`src/hdl/mcss_map.vh`:
```
// Register offsets, field positions, reset values and timing counts.
`ifndef MCSS_MAP_VH
`define MCSS_MAP_VH
`define MCSS_OFF_PIN_MODE 8'h00
`define MCSS_OFF_SYS_CTRL 8'h04
`define MCSS_OFF_RUN_CTRL 8'h08
`define MCSS_OFF_FREQ_SEL 8'h0c
`define MCSS_OFF_OPT_BYTE 8'h10
`define MCSS_PIN_EXT_BIT 7
`define MCSS_PIN_OSC_BIT 6
`define MCSS_SYS_STATUS_BIT 5
`define MCSS_SYS_SELECT_BIT 4
`define MCSS_RUN_RES_STOP_BIT 7
`define MCSS_RUN_FAST_STOP_BIT 0
`define MCSS_PIN_MODE_RST 8'h00
`define MCSS_SYS_CTRL_RST 8'h00
`define MCSS_RUN_CTRL_RST 8'hc0
`define MCSS_FREQ_SEL_RST 4'h0
`define MCSS_CODE_PORT 2'b00
`define MCSS_CODE_RESONATOR 2'b01
`define MCSS_CODE_PORT_ALT 2'b10
`define MCSS_CODE_EXTCLK 2'b11
`define MCSS_STABLE_NS 10000
`define MCSS_CLK_NS 10
`define MCSS_STABLE_CYC 16'd1000
`define MCSS_SYNC_STAGES 2
`endif

```
`src/hdl/mcss_stable.v`:
```
// Counts stable running cycles of an oscillator before reporting it ready.
`default_nettype none
module mcss_stable #(
    parameter [15:0] CYCLES = 16'd1000
) (
    input wire clk_sys,
    input wire rst,
    input wire running,
    output reg ready
);
    reg [15:0] cnt_r;

    // Any loss of the run indication restarts the wait.
    always @(posedge clk_sys or posedge rst) begin
        if (rst) begin
            cnt_r <= 16'h0000;
            ready <= 1'b0;
        end else if (!running) begin
            cnt_r <= 16'h0000;
            ready <= 1'b0;
        end else if (cnt_r >= CYCLES - 16'd1) begin
            ready <= 1'b1;
        end else begin
            cnt_r <= cnt_r + 16'd1;
        end
    end
endmodule // mcss_stable
`default_nettype wire

```
`src/hdl/mcss_sync.v`:
```
// Two-flop synchroniser for one level from outside the clock domain.
`default_nettype none
module mcss_sync (
    input wire clk_sys,
    input wire rst,
    input wire din,
    output reg dout
);
    reg meta_r;

    // The first stage feeds only the second stage.
    always @(posedge clk_sys or posedge rst) begin
        if (rst) begin
            meta_r <= 1'b0;
            dout <= 1'b0;
        end else begin
            meta_r <= din;
            dout <= meta_r;
        end
    end
endmodule // mcss_sync
`default_nettype wire

```
`src/hdl/mcss_top.v`:
```
// Main clock source selection with an AXI4-Lite register slave.
//
// Local design decisions: register access over AXI4-Lite and the address map.
`default_nettype none
`include "mcss_map.vh"
module mcss_top (
    input wire clk_sys,
    input wire rst,
    input wire [31:0] s_axi_awaddr,
    input wire s_axi_awvalid,
    output reg s_axi_awready,
    input wire [31:0] s_axi_wdata,
    input wire [3:0] s_axi_wstrb,
    input wire s_axi_wvalid,
    output reg s_axi_wready,
    output reg [1:0] s_axi_bresp,
    output reg s_axi_bvalid,
    input wire s_axi_bready,
    input wire [31:0] s_axi_araddr,
    input wire s_axi_arvalid,
    output reg s_axi_arready,
    output reg [31:0] s_axi_rdata,
    output reg [1:0] s_axi_rresp,
    output reg s_axi_rvalid,
    input wire s_axi_rready,
    input wire [7:0] boot_option_byte,
    input wire stop_mode,
    input wire resonator_clock_good,
    input wire fast_osc_clock_good,
    output reg fast_osc_enable,
    output reg [3:0] fast_osc_freq_code,
    output reg resonator_enable,
    output reg external_clock_enable,
    output reg osc_pin_a_port,
    output reg resonator_input_pin,
    output reg osc_pin_b_port,
    output reg resonator_output_pin,
    output reg external_clock_pin,
    output reg main_clock_source_status,
    output reg main_clock_gate_fast,
    output reg main_clock_gate_high
);
    localparam [1:0] ST_FAST = 2'd0;
    localparam [1:0] ST_WAIT_HIGH = 2'd1;
    localparam [1:0] ST_HIGH = 2'd2;
    localparam [1:0] ST_WAIT_FAST = 2'd3;
    localparam [15:0] STABLE_CYC = `MCSS_STABLE_CYC;

    reg [7:0] oscillator_pin_mode_control_r;
    reg pin_mode_written_r;
    reg [7:0] system_clock_control_r;
    reg [7:0] oscillator_run_control_r;
    reg [3:0] fast_osc_freq_select_r;
    reg freq_override_r;
    reg [7:0] option_byte_r;
    reg option_loaded_r;
    reg [1:0] state_r;
    reg [1:0] state_nxt;
    reg aw_held_r;
    reg aw_high_ok_r;
    reg w_held_r;
    reg [7:0] aw_addr_r;
    reg [31:0] w_data_r;
    reg [3:0] w_strb_r;
    wire stop_sync;
    wire res_good_sync;
    wire fast_good_sync;
    wire res_ready;
    wire fast_ready;
    wire [1:0] pin_code;
    wire res_run;
    wire fast_run;
    wire do_write;
    wire sel_high;

    // All three fed by pins or other clocks, so they are synchronised first.
    mcss_sync u_sync_stop (
        .clk_sys(clk_sys),
        .rst(rst),
        .din(stop_mode),
        .dout(stop_sync)
    );
    mcss_sync u_sync_res (
        .clk_sys(clk_sys),
        .rst(rst),
        .din(resonator_clock_good),
        .dout(res_good_sync)
    );
    mcss_sync u_sync_fast (
        .clk_sys(clk_sys),
        .rst(rst),
        .din(fast_osc_clock_good),
        .dout(fast_good_sync)
    );

    // Switching only after the target has run steadily for a while.
    mcss_stable #(.CYCLES(STABLE_CYC)) u_res_stable (
        .clk_sys(clk_sys),
        .rst(rst),
        .running(res_good_sync & res_run),
        .ready(res_ready)
    );
    mcss_stable #(.CYCLES(STABLE_CYC)) u_fast_stable (
        .clk_sys(clk_sys),
        .rst(rst),
        .running(fast_good_sync & fast_run),
        .ready(fast_ready)
    );

    // Decodes a register byte address into a one-hot match.
    function is_addr;
        input [7:0] addr;
        input [7:0] offset;
        begin
            is_addr = (addr == offset);
        end
    endfunction

    assign pin_code = {oscillator_pin_mode_control_r[`MCSS_PIN_EXT_BIT],
                       oscillator_pin_mode_control_r[`MCSS_PIN_OSC_BIT]};
    assign fast_run = !stop_sync &&
        !oscillator_run_control_r[`MCSS_RUN_FAST_STOP_BIT];
    assign res_run = !stop_sync &&
        !oscillator_run_control_r[`MCSS_RUN_RES_STOP_BIT];
    assign do_write = aw_held_r && w_held_r && !s_axi_bvalid;
    assign sel_high = system_clock_control_r[`MCSS_SYS_SELECT_BIT];

    // Write channel: address and data captured in either order.
    always @(posedge clk_sys or posedge rst) begin
        if (rst) begin
            aw_held_r <= 1'b0;
            w_held_r <= 1'b0;
            aw_high_ok_r <= 1'b0;
            aw_addr_r <= 8'h00;
            w_data_r <= 32'h00000000;
            w_strb_r <= 4'h0;
            s_axi_awready <= 1'b0;
            s_axi_wready <= 1'b0;
            s_axi_bvalid <= 1'b0;
            s_axi_bresp <= 2'b00;
        end else begin
            s_axi_awready <= 1'b0;
            s_axi_wready <= 1'b0;
            if (s_axi_awvalid && !aw_held_r && !s_axi_awready) begin
                s_axi_awready <= 1'b1;
                aw_held_r <= 1'b1;
                aw_addr_r <= s_axi_awaddr[7:0];
                aw_high_ok_r <= (s_axi_awaddr[31:8] == 24'h000000);
            end
            if (s_axi_wvalid && !w_held_r && !s_axi_wready) begin
                s_axi_wready <= 1'b1;
                w_held_r <= 1'b1;
                w_data_r <= s_axi_wdata;
                w_strb_r <= s_axi_wstrb;
            end
            if (do_write) begin
                s_axi_bvalid <= 1'b1;
                s_axi_bresp <= (aw_high_ok_r &&
                    (is_addr(aw_addr_r, `MCSS_OFF_PIN_MODE) ||
                     is_addr(aw_addr_r, `MCSS_OFF_SYS_CTRL) ||
                     is_addr(aw_addr_r, `MCSS_OFF_RUN_CTRL) ||
                     is_addr(aw_addr_r, `MCSS_OFF_FREQ_SEL) ||
                     is_addr(aw_addr_r, `MCSS_OFF_OPT_BYTE)))
                    ? 2'b00 : 2'b10;
            end else if (s_axi_bvalid && s_axi_bready) begin
                s_axi_bvalid <= 1'b0;
                aw_held_r <= 1'b0;
                w_held_r <= 1'b0;
            end
        end
    end

    // Register updates; only the low byte lane carries register data.
    always @(posedge clk_sys or posedge rst) begin
        if (rst) begin
            oscillator_pin_mode_control_r <= `MCSS_PIN_MODE_RST;
            pin_mode_written_r <= 1'b0;
            system_clock_control_r <= `MCSS_SYS_CTRL_RST;
            oscillator_run_control_r <= `MCSS_RUN_CTRL_RST;
            fast_osc_freq_select_r <= `MCSS_FREQ_SEL_RST;
            freq_override_r <= 1'b0;
        end else if (do_write && w_strb_r[0] && aw_high_ok_r) begin
            if (is_addr(aw_addr_r, `MCSS_OFF_PIN_MODE)) begin
                if (!pin_mode_written_r) begin
                    oscillator_pin_mode_control_r <=
                        {w_data_r[7:6], 5'b00000, w_data_r[0]};
                    pin_mode_written_r <= 1'b1;
                end
            end else if (is_addr(aw_addr_r, `MCSS_OFF_SYS_CTRL)) begin
                system_clock_control_r <=
                    {3'b000, w_data_r[4], 4'h0};
            end else if (is_addr(aw_addr_r, `MCSS_OFF_RUN_CTRL)) begin
                oscillator_run_control_r <=
                    {w_data_r[7:6], 5'b00000, w_data_r[0]};
            end else if (is_addr(aw_addr_r, `MCSS_OFF_FREQ_SEL)) begin
                fast_osc_freq_select_r <= w_data_r[3:0];
                freq_override_r <= 1'b1;
            end
        end
    end

    // The option byte is caught once, after reset release.
    always @(posedge clk_sys or posedge rst) begin
        if (rst) begin
            option_byte_r <= 8'h00;
            option_loaded_r <= 1'b0;
        end else if (!option_loaded_r) begin
            option_byte_r <= boot_option_byte;
            option_loaded_r <= 1'b1;
        end
    end

    // Read channel answers in the same cycle that arready takes the address.
    always @(posedge clk_sys or posedge rst) begin
        if (rst) begin
            s_axi_arready <= 1'b0;
            s_axi_rvalid <= 1'b0;
            s_axi_rdata <= 32'h00000000;
            s_axi_rresp <= 2'b00;
        end else begin
            s_axi_arready <= 1'b0;
            if (s_axi_rvalid) begin
                if (s_axi_rready) begin
                    s_axi_rvalid <= 1'b0;
                end
            end else if (s_axi_arvalid && !s_axi_arready) begin
                s_axi_arready <= 1'b1;
                s_axi_rvalid <= 1'b1;
                s_axi_rresp <= 2'b00;
                s_axi_rdata <= 32'h00000000;
                if (s_axi_araddr[31:8] != 24'h000000) begin
                    s_axi_rresp <= 2'b10;
                end else if (is_addr(s_axi_araddr[7:0],
                        `MCSS_OFF_PIN_MODE)) begin
                    s_axi_rdata <= {24'h000000,
                        oscillator_pin_mode_control_r};
                end else if (is_addr(s_axi_araddr[7:0],
                        `MCSS_OFF_SYS_CTRL)) begin
                    s_axi_rdata <= {24'h000000, 2'b00,
                        main_clock_source_status, sel_high,
                        4'h0};
                end else if (is_addr(s_axi_araddr[7:0],
                        `MCSS_OFF_RUN_CTRL)) begin
                    s_axi_rdata <= {24'h000000,
                        oscillator_run_control_r};
                end else if (is_addr(s_axi_araddr[7:0],
                        `MCSS_OFF_FREQ_SEL)) begin
                    s_axi_rdata <= {28'h0000000, fast_osc_freq_code};
                end else if (is_addr(s_axi_araddr[7:0],
                        `MCSS_OFF_OPT_BYTE)) begin
                    s_axi_rdata <= {24'h000000, option_byte_r};
                end else begin
                    s_axi_rresp <= 2'b10;
                end
            end
        end
    end

    // Break-before-make switch: old gate drops, then wait for target.
    always @* begin
        state_nxt = state_r;
        case (state_r)
            ST_FAST: begin
                if (sel_high) begin
                    state_nxt = ST_WAIT_HIGH;
                end
            end
            ST_WAIT_HIGH: begin
                if (!sel_high) begin
                    state_nxt = ST_WAIT_FAST;
                end else if (res_ready && res_run) begin
                    state_nxt = ST_HIGH;
                end
            end
            ST_HIGH: begin
                if (!sel_high || !res_ready) begin
                    state_nxt = ST_WAIT_FAST;
                end
            end
            default: begin
                if (fast_ready && fast_run) begin
                    state_nxt = ST_FAST;
                end
            end
        endcase
    end

    // Clock gates and status come straight from flops.
    always @(posedge clk_sys or posedge rst) begin
        if (rst) begin
            state_r <= ST_FAST;
            main_clock_gate_fast <= 1'b1;
            main_clock_gate_high <= 1'b0;
            main_clock_source_status <= 1'b0;
        end else begin
            state_r <= state_nxt;
            main_clock_gate_fast <= (state_nxt == ST_FAST);
            main_clock_gate_high <= (state_nxt == ST_HIGH);
            main_clock_source_status <= (state_nxt == ST_HIGH);
        end
    end

    // Oscillator enables, frequency choice and pin functions.
    always @(posedge clk_sys or posedge rst) begin
        if (rst) begin
            fast_osc_enable <= 1'b1;
            fast_osc_freq_code <= 4'h0;
            resonator_enable <= 1'b0;
            external_clock_enable <= 1'b0;
            osc_pin_a_port <= 1'b1;
            resonator_input_pin <= 1'b0;
            osc_pin_b_port <= 1'b1;
            resonator_output_pin <= 1'b0;
            external_clock_pin <= 1'b0;
        end else begin
            // Fast oscillator is never stopped while it drives the CPU.
            fast_osc_enable <= fast_run ||
                main_clock_gate_fast;
            fast_osc_freq_code <= freq_override_r ?
                fast_osc_freq_select_r : option_byte_r[3:0];
            resonator_enable <= res_run &&
                (pin_code == `MCSS_CODE_RESONATOR);
            external_clock_enable <= res_run &&
                (pin_code == `MCSS_CODE_EXTCLK);
            osc_pin_a_port <= (pin_code != `MCSS_CODE_RESONATOR);
            resonator_input_pin <=
                (pin_code == `MCSS_CODE_RESONATOR);
            osc_pin_b_port <= (pin_code == `MCSS_CODE_PORT) ||
                (pin_code == `MCSS_CODE_PORT_ALT);
            resonator_output_pin <=
                (pin_code == `MCSS_CODE_RESONATOR);
            external_clock_pin <= (pin_code == `MCSS_CODE_EXTCLK);
        end
    end
endmodule // mcss_top
`default_nettype wire

```
`config.mk`:
```
export PLATFORM = sky130hd
export DESIGN_NAME = mcss_top
export DESIGN_NICKNAME = d
export VERILOG_FILES = /design/src/hdl/mcss_stable.v /design/src/hdl/mcss_sync.v /design/src/hdl/mcss_top.v
export VERILOG_INCLUDE_DIRS = /design/src /design/src/hdl
export SDC_FILE = /design/constraint.sdc
export NUM_CORES = 1
export LEC_CHECK = 0
export BUFFER_PORTS_ARGS = -buffer_cell sky130_fd_sc_hd__buf_2
export CELL_PAD_IN_SITES_DETAIL_PLACEMENT = 2
export CELL_PAD_IN_SITES_GLOBAL_PLACEMENT = 2
export CORE_MARGIN = 3
export CORE_UTILIZATION = 28
export DETAILED_ROUTE_END_ITERATION = 6
export PLACE_DENSITY_LB_ADDON = 0.1
export SKIP_CTS_REPAIR_TIMING = 1
export SLEW_MARGIN = 30
export SYNTH_ARGS = -nofsm -noshare
export SYNTH_HDL_FRONTEND = slang
export SYNTH_SLANG_ARGS = --single-unit
```
`constraint.sdc`:
```
create_clock -name clk_sys -period 3 [get_ports clk_sys]
set_clock_uncertainty 0.15 [all_clocks]
set_input_delay 0.15 -clock clk_sys [delete_from_list [all_inputs] [get_ports clk_sys]]
set_output_delay 0.15 -clock clk_sys [all_outputs]
set_load 0.01 [all_outputs]
```
==> results of run 1 <==
## stage by stage
| stage | setup WS [ps] | instance area [µm²] |
|---|---|---|
| 2_1_floorplan | 542 | 4960 |
| 3_3_place_gp | 441 | 5650 |
| 3_5_place_dp | 362 | 5650 |
| 4_1_cts | 337 | 5930 |
| 5_1_grt | 220 | 6300 |
| 6_report | 336 | 6300 |
## routing by layer
layer	wire length, µm	vias up	part of all wire (%)	track usage [%]
met4	115	0	0.91	3.13
met1	5450	1878	43	17.0
met3	775	7	6.1	4.89
met2	6370	107	50	23.3
li1	-	1766	-	-
met5	0	-	0	0
## worst paths after layout
path | endpoint | from | depth (start not counted)
max in group asynchronous | osc_pin_b_port | rst | 4
setup reg to reg | oscillator_run_control_r[0] | aw_addr_r[1] | 4
setup / recovery | oscillator_run_control_r[0] | aw_addr_r[1] | 4
hold reg to reg | u_sync_fast.dout | u_sync_fast.meta_r | 0
min in group asynchronous | s_axi_rvalid | rst | 3
hold / removal | s_axi_wready | s_axi_wvalid | 2
## layout by cell type (no fill, tap or decap), types with 3 or more instances in the layout
cell type,count
nor3_1,5
dlygate4sd3_1,37
o31ai_1,14
conb_1,27
a22oi_1,3
buf_2,119
or3_1,7
inv_1,13
nor4_1,13
nand2_1,26
mux2_4,3
or2_2,4
nor3b_1,4
nor2_1,17
nand2b_1,7
and3_1,8
dfstp_2,6
and4_1,3
nand3_1,9
o21ai_0,14
and2_1,12
or4_1,7
mux2i_1,6
dfrtp_1,105
nand4_1,7
clkbuf_16,9
a32oi_1,3
a21oi_1,18
nor2b_1,4
or4_4,3
mux2_2,38
buf_4,4
clkbuf_1,3
## layout make-up
type | count | share of cell area, %
clock buffers | 12 | 3.75
clock inverters | 4 | 0.774
inverters | 14 | 0.893
multi-input cells | 281 | 29.9
flip-flops and latches | 111 | 44.2
well taps | 220 | 4.37
repair buffers | 161 | 16.1
## power breakdown
part	switching [µW]	internal (µW)	leakage [µW]
registers	136	1670	0.00141
clock network	535	648	0.000141
logic	225	281	0.00138
total	896	2600	0.00293
## sequential cells by signal, indices dropped and copies added, names as in the netlist, 3 cells and up
name and cells:
fast_osc_freq_select_r 4, s_axi_rdata 8, oscillator_run_control_r 3, u_fast_stable.cnt_r 16, fast_osc_freq_code 4, w_data_r 7, oscillator_pin_mode_control_r 3, option_byte_r 8
aw_addr_r 8, u_res_stable.cnt_r 16
## Yosys cell counts (3+ instances only)
master / count
a21oi_1: 18
a22oi_1: 3
a32oi_1: 3
and2_1: 12
and3_1: 8
and4_1: 3
buf_4: 28
clkbuf_1: 7
dfrtp_1: 105
dfstp_2: 6
inv_1: 14
mux2_2: 38
mux2_4: 3
mux2i_1: 6
nand2_1: 26
nand2b_1: 7
nand3_1: 9
nand4_1: 7
nor2_1: 17
nor2b_1: 4
nor3_1: 5
nor3b_1: 5
nor4_1: 13
o21ai_0: 14
o31ai_1: 14
or2_2: 4
or3_1: 7
or4_1: 7
or4_4: 3
## logic make-up (layout without fill, tap and decap cells)
logic type               count (synthesis)  after routing  synth area share [%]
AO/OA/AOI/OAI                           63             63                  8.34
XOR/XNOR                                 1              1                 0.180
adder cells (fa/ha/maj)                  2              2                 0.515
buffers and inverters                   49            191                  5.95
flip-flops                             111            111                  57.3
multiplexers                            47             47                  11.0
other                                    2             27                 0.155
AND/OR/NAND/NOR                        141            141                  16.6
==> qor.csv, run 1 <==
metric,value,unit
Final ANT Viol Nets,0,
First-pass DRT Iterations,4,
Power Dens Cells,554,nW/µm²
clock sinks,111,
kind of end point of the critical path,register,
H-tree Lvls,3,
Critical Path AT,2750,ps
root buf cell,clkbuf_16,
# DRC,0,
"Slowest-stage cell, CP",or4_4,
P&R area growth vs syn,29.7,%
Initial Util,29.0,%
biggest area consumer among synthesized cells,dfrtp_1,
CTS Buf Count,9,
synth top area cells,"dfrtp_1 (54%), mux2_2 (8.8%), buf_4 (4.3%)",
die area,19000,µm²
CP Launch Type,register,
leak pwr,0.00293,µW
worst stage delay on the critical path,570,ps
area of the multi-input gates,1880,µm²
# nets final,698,
final setup fails,0,
first-pass GRT wire length,20700,µm
outcome,"complete, no violations",
maxcap violations,0,
Fin Setup TNS,0,ps
Critical Path Most Common Cell,or4_4,
gr ovfl total,0,
post-DR wirelength/cell,15.8,µm
Crit path max-delay family,simple AND/OR/NAND/NOR gates,
Min Hold Slack,50.1,ps
required time of the worst setup path,3090,ps
post-synthesis area per instance,11.7,µm²
R2R Setup Slk,340,ps
RSZ-0062 raised after global routing,no,
Yosys warnings,0,
Pwr Total,3490,µW
post-synthesis register bit count,111,
io pins,174,
global placer's final weighted congestion,0.716,
CP bufs+invs,0,
half-perimeter wire length after placement,9490,µm
Worst-Margin Slew,792,ps
final worst-path cycle share,88.8,%
fillcell total,1806,
Rows,47,
"Core Util, Final",37.6,%
CP Cell Sequence,or4_4 -> or4_4 -> nor3b_1 -> mux2_2,
fraction of layout instances using a drive strength above 1,33.1,%
critical path type,reg -> reg,
DRT iter0 DRCs,85,
Cells after Synth,416,
DP Cell Count,750,
vias per cell,4.68,
pins over their slew limit,0,
Highest Clock Rate,375,MHz
Max VDD drop,0.256,mV
Worst Hold Class,in -> reg,
number of global-route vias before repair,3994,
ys async rst share,100,%
Post-synth EDFFs,0,
CTS tree,yes,
mapped cell area,4860,µm²
worst skew pair latency,350,ps
clock slew at the register clock pins of the worst setup and hold paths,70,ps
post-synthesis sequential area ratio,57.3,%
Antenna Cells,0,
pin count of the biggest net entering global routing,51,
Final Instance Count excl. Fillers,803,
antenna violations before repair,0,
"Hold Vio Cnt, Final",0,
Synth cell types,43,
register area,2790,µm²
top_reg_cell synth,dfrtp_1,
vias,3758,
PortBufs,119,
Synth top area share,54.1,%
crit-path max FO,5,
DIE HEIGHT,138,µm
CTS max path bufs,2,
Max-slew headroom,45.9,%
core area,16800,µm²
final wirelength,12700,µm
min cycle time layout,2660,ps
Die X,138,µm
Total GRT Usage,13.8,%
No activity file was read; power rests on OpenSTA's default activity.
==> run 2: changes to the inputs <==
--- a/config.mk
+++ b/config.mk
@@ -6,12 +6,14 @@
 export SDC_FILE = /design/constraint.sdc
 export NUM_CORES = 1
 export LEC_CHECK = 0
+export ABC_AREA = 1
 export BUFFER_PORTS_ARGS = -buffer_cell sky130_fd_sc_hd__buf_2
 export CELL_PAD_IN_SITES_DETAIL_PLACEMENT = 2
 export CELL_PAD_IN_SITES_GLOBAL_PLACEMENT = 2
 export CORE_MARGIN = 3
-export CORE_UTILIZATION = 28
+export CORE_UTILIZATION = 26
 export DETAILED_ROUTE_END_ITERATION = 6
+export GPL_TIMING_DRIVEN = 0
 export PLACE_DENSITY_LB_ADDON = 0.1
 export SKIP_CTS_REPAIR_TIMING = 1
 export SLEW_MARGIN = 30
==> run 2 against run 1 <==
Compared with the run above:
- via count up 22%
- critical endpoint is now u_fast_stable.cnt_r[8]
- critical path depth increased by 4
- critical path type unchanged
- routed wire length is 19% higher
- setup slack improved by 880 ps
- sequential cell count did not move
- non-clock buffer count grew 26
- largest power group unchanged
==> qor.csv, run 2 <==
metric,value,unit
outcome,"complete, no violations",
DIE HEIGHT,148,µm
synth top area cells,"dfrtp_1 (50%), nand2_1 (11%), nor2_1 (6.7%)",
worst hold start,s_axi_awaddr[28],
Worst Hold Class,in -> reg,
DRT iter0 DRCs,146,
die area,21800,µm²
CTS tree,yes,
Worst Setup SP,u_fast_stable.cnt_r[1],
number of global-route vias before repair,5044,
fraction of layout instances using a drive strength above 1,26.0,%
Cells after Synth,610,
worst skew pair latency,340,ps
"Hold Vio Cnt, Final",0,
post-synthesis register bit count,111,
mapped cell area,5210,µm²
Final ANT Viol Nets,0,
Highest Clock Rate,560,MHz
ys async rst share,100,%
First-pass DRT Iterations,4,
CP Launch Type,register,
# nets final,920,
io pins,174,
Clk pwr share,31.2,%
crit-path max FO,9,
kind of end point of the critical path,register,
H-tree Lvls,3,
Net Sw Frac,30.0,%
Yosys warnings,0,
final worst-path cycle share,59.5,%
Internal,2580,µW
Synth cell types,41,
Final Instance Count excl. Fillers,1070,
RSZ-0062 raised after global routing,no,
root buf cell,clkbuf_16,
Max-slew headroom,64.6,%
P&R area growth vs syn,32.5,%
# DRC,0,
Power Dens Cells,533,nW/µm²
pre-CTS WS,1180,ps
core area,19600,µm²
maxcap violations,0,
antenna violations before repair,0,
vias per cell,4.27,
Comb pwr share,19.3,%
Worst-Margin Slew,530,ps
worst r2r src,u_fast_stable.cnt_r[1],
Pwr Total,3680,µW
Seq pwr share,49.5,%
Rows,51,
global placer's final weighted congestion,0.759,
Post-synth EDFFs,0,
post-synthesis area per instance,8.55,µm²
"count leader, synth",nand2_1,
clock slew at the register clock pins of the worst setup and hold paths,70,ps
biggest area consumer among synthesized cells,dfrtp_1,
pins over their slew limit,0,
min cycle time layout,1790,ps
clock sinks,111,
Synth top area share,50.4,%
critical path type,reg -> reg,
DP Cell Count,1023,
Critical Path AT,1870,ps
leak pwr,0.00350,µW
vias,4566,
most common library cells after synthesis,"nand2_1 (155), dfrtp_1 (105), nor2_1 (93)",
Die X,148,µm
post-DR wirelength/cell,14.1,µm
required time of the worst setup path,3090,ps
post-synthesis sequential area ratio,53.4,%
CTS Buf Count,9,
NetSw,1100,µW
Fin Setup TNS,0,ps
half-perimeter wire length after placement,11800,µm
PortBufs,119,
final setup fails,0,
Total GRT Usage,13.9,%
final wirelength,15100,µm
biggest regs,"u_fast_stable.cnt_r: 16 flops, u_res_stable.cnt_r: 16 flops",
Initial Util,26.6,%
top_reg_cell synth,dfrtp_1,
Max VDD drop,0.259,mV
CTS max path bufs,2,
final worst setup slack,1210,ps
pin count of the biggest net entering global routing,26,
most frequent cells in the layout,"nand2_1 (155), buf_2 (121), dfrtp_1 (105)",
first-pass GRT wire length,24700,µm
most common library cell in the layout ignoring fill and taps,nand2_1,
gr ovfl total,0,
==> run 2: through the flow <==
step           hold WS, ps  util (%)  instance area [µm²]
3_5_place_dp          79.0      32.3                 6320
4_1_cts               -294      33.7                 6590
3_3_place_gp           110      31.8                 6240
6_report              29.8      35.3                 6910
5_1_grt               81.4      35.2                 6900
2_1_floorplan         31.4         -                 5310
==> run 2: area by class of cell <==
class,instances,area (µm²)
diodes,1,2.50
repair buffers,154,993
well taps,265,332
plain buffers,33,243
fillers,2294,12700
flip-flops and latches,111,2790
clock buffers,14,264
clock inverters,1,5.00
inverters,69,268
multi-input cells,422,2010
==> run 2: routing by layer <==
layer / GRT usage [%] / up-vias / part of all wire, %
met5: 0 / - / 0
met4: 3.63 / 0 / 1.1
met3: 3.49 / 12 / 5.1
met2: 24.8 / 102 / 51
met1: 16.8 / 2207 / 43
li1: - / 2245 / -
==> run 2: power groups by stage <==
| stage | registers, µW | logic [µW] | clock network (µW) |
|---|---|---|---|
| 6_report | 1820 | 711 | 1150 |
| 5_1_grt | 1850 | 819 | 1260 |
| 4_1_cts | 1830 | 700 | 1190 |
| 3_5_place_dp | 1850 | 695 | 0 |
| 3_3_place_gp | 1850 | 651 | 0 |
| 2_1_floorplan | 1840 | 442 | 0 |
==> run 2: path summary, 6_finish.rpt <==
path / endpoint / slack, ps / cells after the start
min: aw_high_ok_r / 30 / 6
min in group asynchronous: u_sync_res.dout / 260 / 3
min reg2reg: u_sync_stop.dout / 200 / 0
max: u_fast_stable.cnt_r[8] / 1210 / 8
max in group asynchronous: option_byte_r[6] / 1530 / 6
max reg2reg: u_fast_stable.cnt_r[8] / 1210 / 8
==> run 2: kinds of logic after synthesis <==
group	synth area share (%)
buf+inv	9.72
other cells	0.144
flops	53.4
fa+ha+maj	0.480
compound gates	5.43
simple gates	28.0
xor+xnor	1.51
mux	1.30
==> run 2: worst max-delay path, cell delays in order, from the launching register on <==
cell	delay (ps)
dfrtp_1	390
ha_1	210
nand2_1	110
a21oi_1	200
nand2_1	100
nand2_2	200
nand2_2	160
nand2_1	110
nand2_1	60
==> run 3: changes to the inputs <==
--- a/config.mk
+++ b/config.mk
@@ -6,12 +6,12 @@
 export SDC_FILE = /design/constraint.sdc
 export NUM_CORES = 1
 export LEC_CHECK = 0
-export ABC_AREA = 1
+export ABC_AREA = 0
 export BUFFER_PORTS_ARGS = -buffer_cell sky130_fd_sc_hd__buf_2
 export CELL_PAD_IN_SITES_DETAIL_PLACEMENT = 2
 export CELL_PAD_IN_SITES_GLOBAL_PLACEMENT = 2
 export CORE_MARGIN = 3
-export CORE_UTILIZATION = 26
+export CORE_UTILIZATION = 28
 export DETAILED_ROUTE_END_ITERATION = 6
 export GPL_TIMING_DRIVEN = 0
 export PLACE_DENSITY_LB_ADDON = 0.1
==> constraint.sdc (replaced) <==
create_clock -name clk_sys -period 1.55 [get_ports clk_sys]
set_clock_uncertainty 0.15 [all_clocks]
set_input_delay 0.0775 -clock clk_sys [delete_from_list [all_inputs] [get_ports clk_sys]]
set_output_delay 0.0775 -clock clk_sys [all_outputs]
set_load 0.01 [all_outputs]
==> run 3 against run 2 <==
Compared with the run above:
- the run now ends with negative hold slack, negative setup slack left
- global-route usage up 0.096 points
- clock power up 110%
- sequential share of layout area down 1.9 points
- critical path type unchanged
- clock-buffer cell count down 4
- largest power group unchanged
- cell count down 19%
- power up 92%
- largest cell class unchanged
- combinational power up 65%
- die area down 13%
- critical path depth down 4
- worst hold slack worse by 82 ps
- register-to-register slack worse by 2200 ps
- via count down 11%
==> qor.csv, run 3 (same netlist as run 1, synthesis figures left out) <==
metric,value,unit
Min Hold Slack,-52.3,ps
R2R depth,4,
vias,4044,
R2R Setup Slk,-1000,ps
Critical Path AT,2640,ps
global placer's final weighted congestion,0.771,
kind of end point of the critical path,register,
root buf cell,clkbuf_16,
io pins,174,
Pwr Total,7050,µW
Final ANT Viol Nets,0,
DIE HEIGHT,138,µm
Crit path max-delay family,simple AND/OR/NAND/NOR gates,
biggest regs,"u_fast_stable.cnt_r: 16 flops, u_res_stable.cnt_r: 16 flops",
Total GRT Usage,14.0,%
first-pass GRT wire length,20800,µm
post-DR wirelength/cell,16.6,µm
Crit. path cell count,4,
critical path type,reg -> reg,
CTS tree,yes,
"Hold Vio Cnt, Final",3,
CTS max path bufs,2,
final worst setup slack,-999,ps
final wirelength,14400,µm
Power Dens Cells,973,nW/µm²
"Core Util, Final",43.2,%
Max VDD drop,0.612,mV
# nets final,764,
register area,2790,µm²
gr ovfl total,0,
core area,16800,µm²
CP bufs+invs,0,
PortBufs,118,
P&R area growth vs syn,49.1,%
Critical Path Most Common Cell,or4_4,
Antenna Cells,0,
"Slowest-stage cell, CP",or4_4,
maxcap violations,0,
leak pwr,0.00333,µW
number of global-route vias before repair,4028,
required time of the worst setup path,1640,ps
half-perimeter wire length after placement,10000,µm
Hold Crit Depth,4,
GRT Max-Usage Layer,met2,
vias per cell,4.65,
Rows,47,
worst stage delay on the critical path,570,ps
# DRC,0,
DRT iter0 DRCs,105,
die area,19000,µm²
final setup fails,45,
CP Cell Sequence,or4_4 -> or4_4 -> or4_4 -> mux2_4,
crit-path max FO,5,
H-tree Lvls,3,
pin count of the biggest net entering global routing,29,
violated checks,"negative hold slack, negative setup slack",
routing usage on met1,18.3,%
pins over their slew limit,0,
clock slew at the register clock pins of the worst setup and hold paths,70,ps
fraction of layout instances using a drive strength above 1,47.1,%
met3 Use GR,4.20,%
RSZ-0062 raised after global routing,yes,
Highest Clock Rate,392,MHz
First-pass DRT Iterations,4,
CTS Buf Count,9,
final worst-path cycle share,164,%
fillcell total,1758,
most frequent cells in the layout,"buf_2 (118), dfrtp_1 (104), buf_4 (53)",
antenna violations before repair,0,
CP Launch Type,register,
outcome,"finished, violations left",
clock sinks,111,
Worst Hold Class,in -> reg,
most common library cell in the layout ignoring fill and taps,buf_2,
worst skew pair latency,350,ps
M2 GR Usage,22.6,%
Die X,138,µm
Initial Util,29.0,%
min cycle time layout,2550,ps
area of the multi-input gates,2220,µm²
==> run 3: cell types whose count changed in the layout (fill, tap and decap cells not counted), sizes merged, moves of 11 or more <==
cell / before / now
and2: 1 / 12
buf: 155 / 181
dlygate4sd3: 31 / 42
inv: 65 / 15
mux2: 6 / 41
nand2: 160 / 26
nand3: 43 / 9
nor2: 97 / 17
nor4: 1 / 13
o21ai: 38 / 14
o31ai: 1 / 14
==> run 3: power breakdown <==
part | internal (µW) | total, µW | switching, µW
Clock | 1270 | 2380 | 1110
Combinational | 675 | 1170 | 490
Sequential | 3230 | 3510 | 279
Total | 5170 | 7050 | 1880
==> run 3: final timing paths <==
path | start | end
setup / recovery | aw_addr_r[1] | oscillator_pin_mode_control_r[0]
hold / removal | s_axi_arvalid | s_axi_arready
setup reg to reg | aw_addr_r[1] | oscillator_pin_mode_control_r[0]
hold reg to reg | u_sync_res.meta_r | u_sync_res.dout
max in group asynchronous | rst | u_sync_stop.meta_r
min in group asynchronous | rst | resonator_enable
==> run 3: stage by stage <==
step                      setup WS [ps]  cells  setup TNS, ps  hold slack (ps)  instance area, µm²
after floorplan                    -908    441         -15040            -41.1                5060
after global placement            -1070    779        -112130             37.9                5930
after detailed placement          -1080    783         -23410            -32.1                6020
after CTS                         -1090    799         -24750             -413                6320
after global routing              -1040    869         -22010            -50.8                7240
final                              -999    869         -19080            -52.3                7240
==> run 3: cell type report <==
cell class              instances  share of cell area [%]
well taps                     220                    3.80
repair buffers                192                    18.5
multi-input cells             281                    30.6
flip-flops and latches        111                    38.5
clock buffers                  10                    3.16
clock inverters                 6                   0.967
plain buffers                  35                    3.68
inverters                      14                   0.777
==> run 3: worst reg2reg max path, stage by stage, from the launching register on <==
cell and delay [ps]:
dfrtp_1 380, or4_4 540, or4_4 570, or4_4 480
mux2_4 320
==> run 3: routing by layer <==
layer / vias to the layer above / share of wire (%)
met5: - / 0
met4: 0 / 0.97
met3: 9 / 6.2
met2: 110 / 49
met1: 2023 / 44
li1: 1902 / -
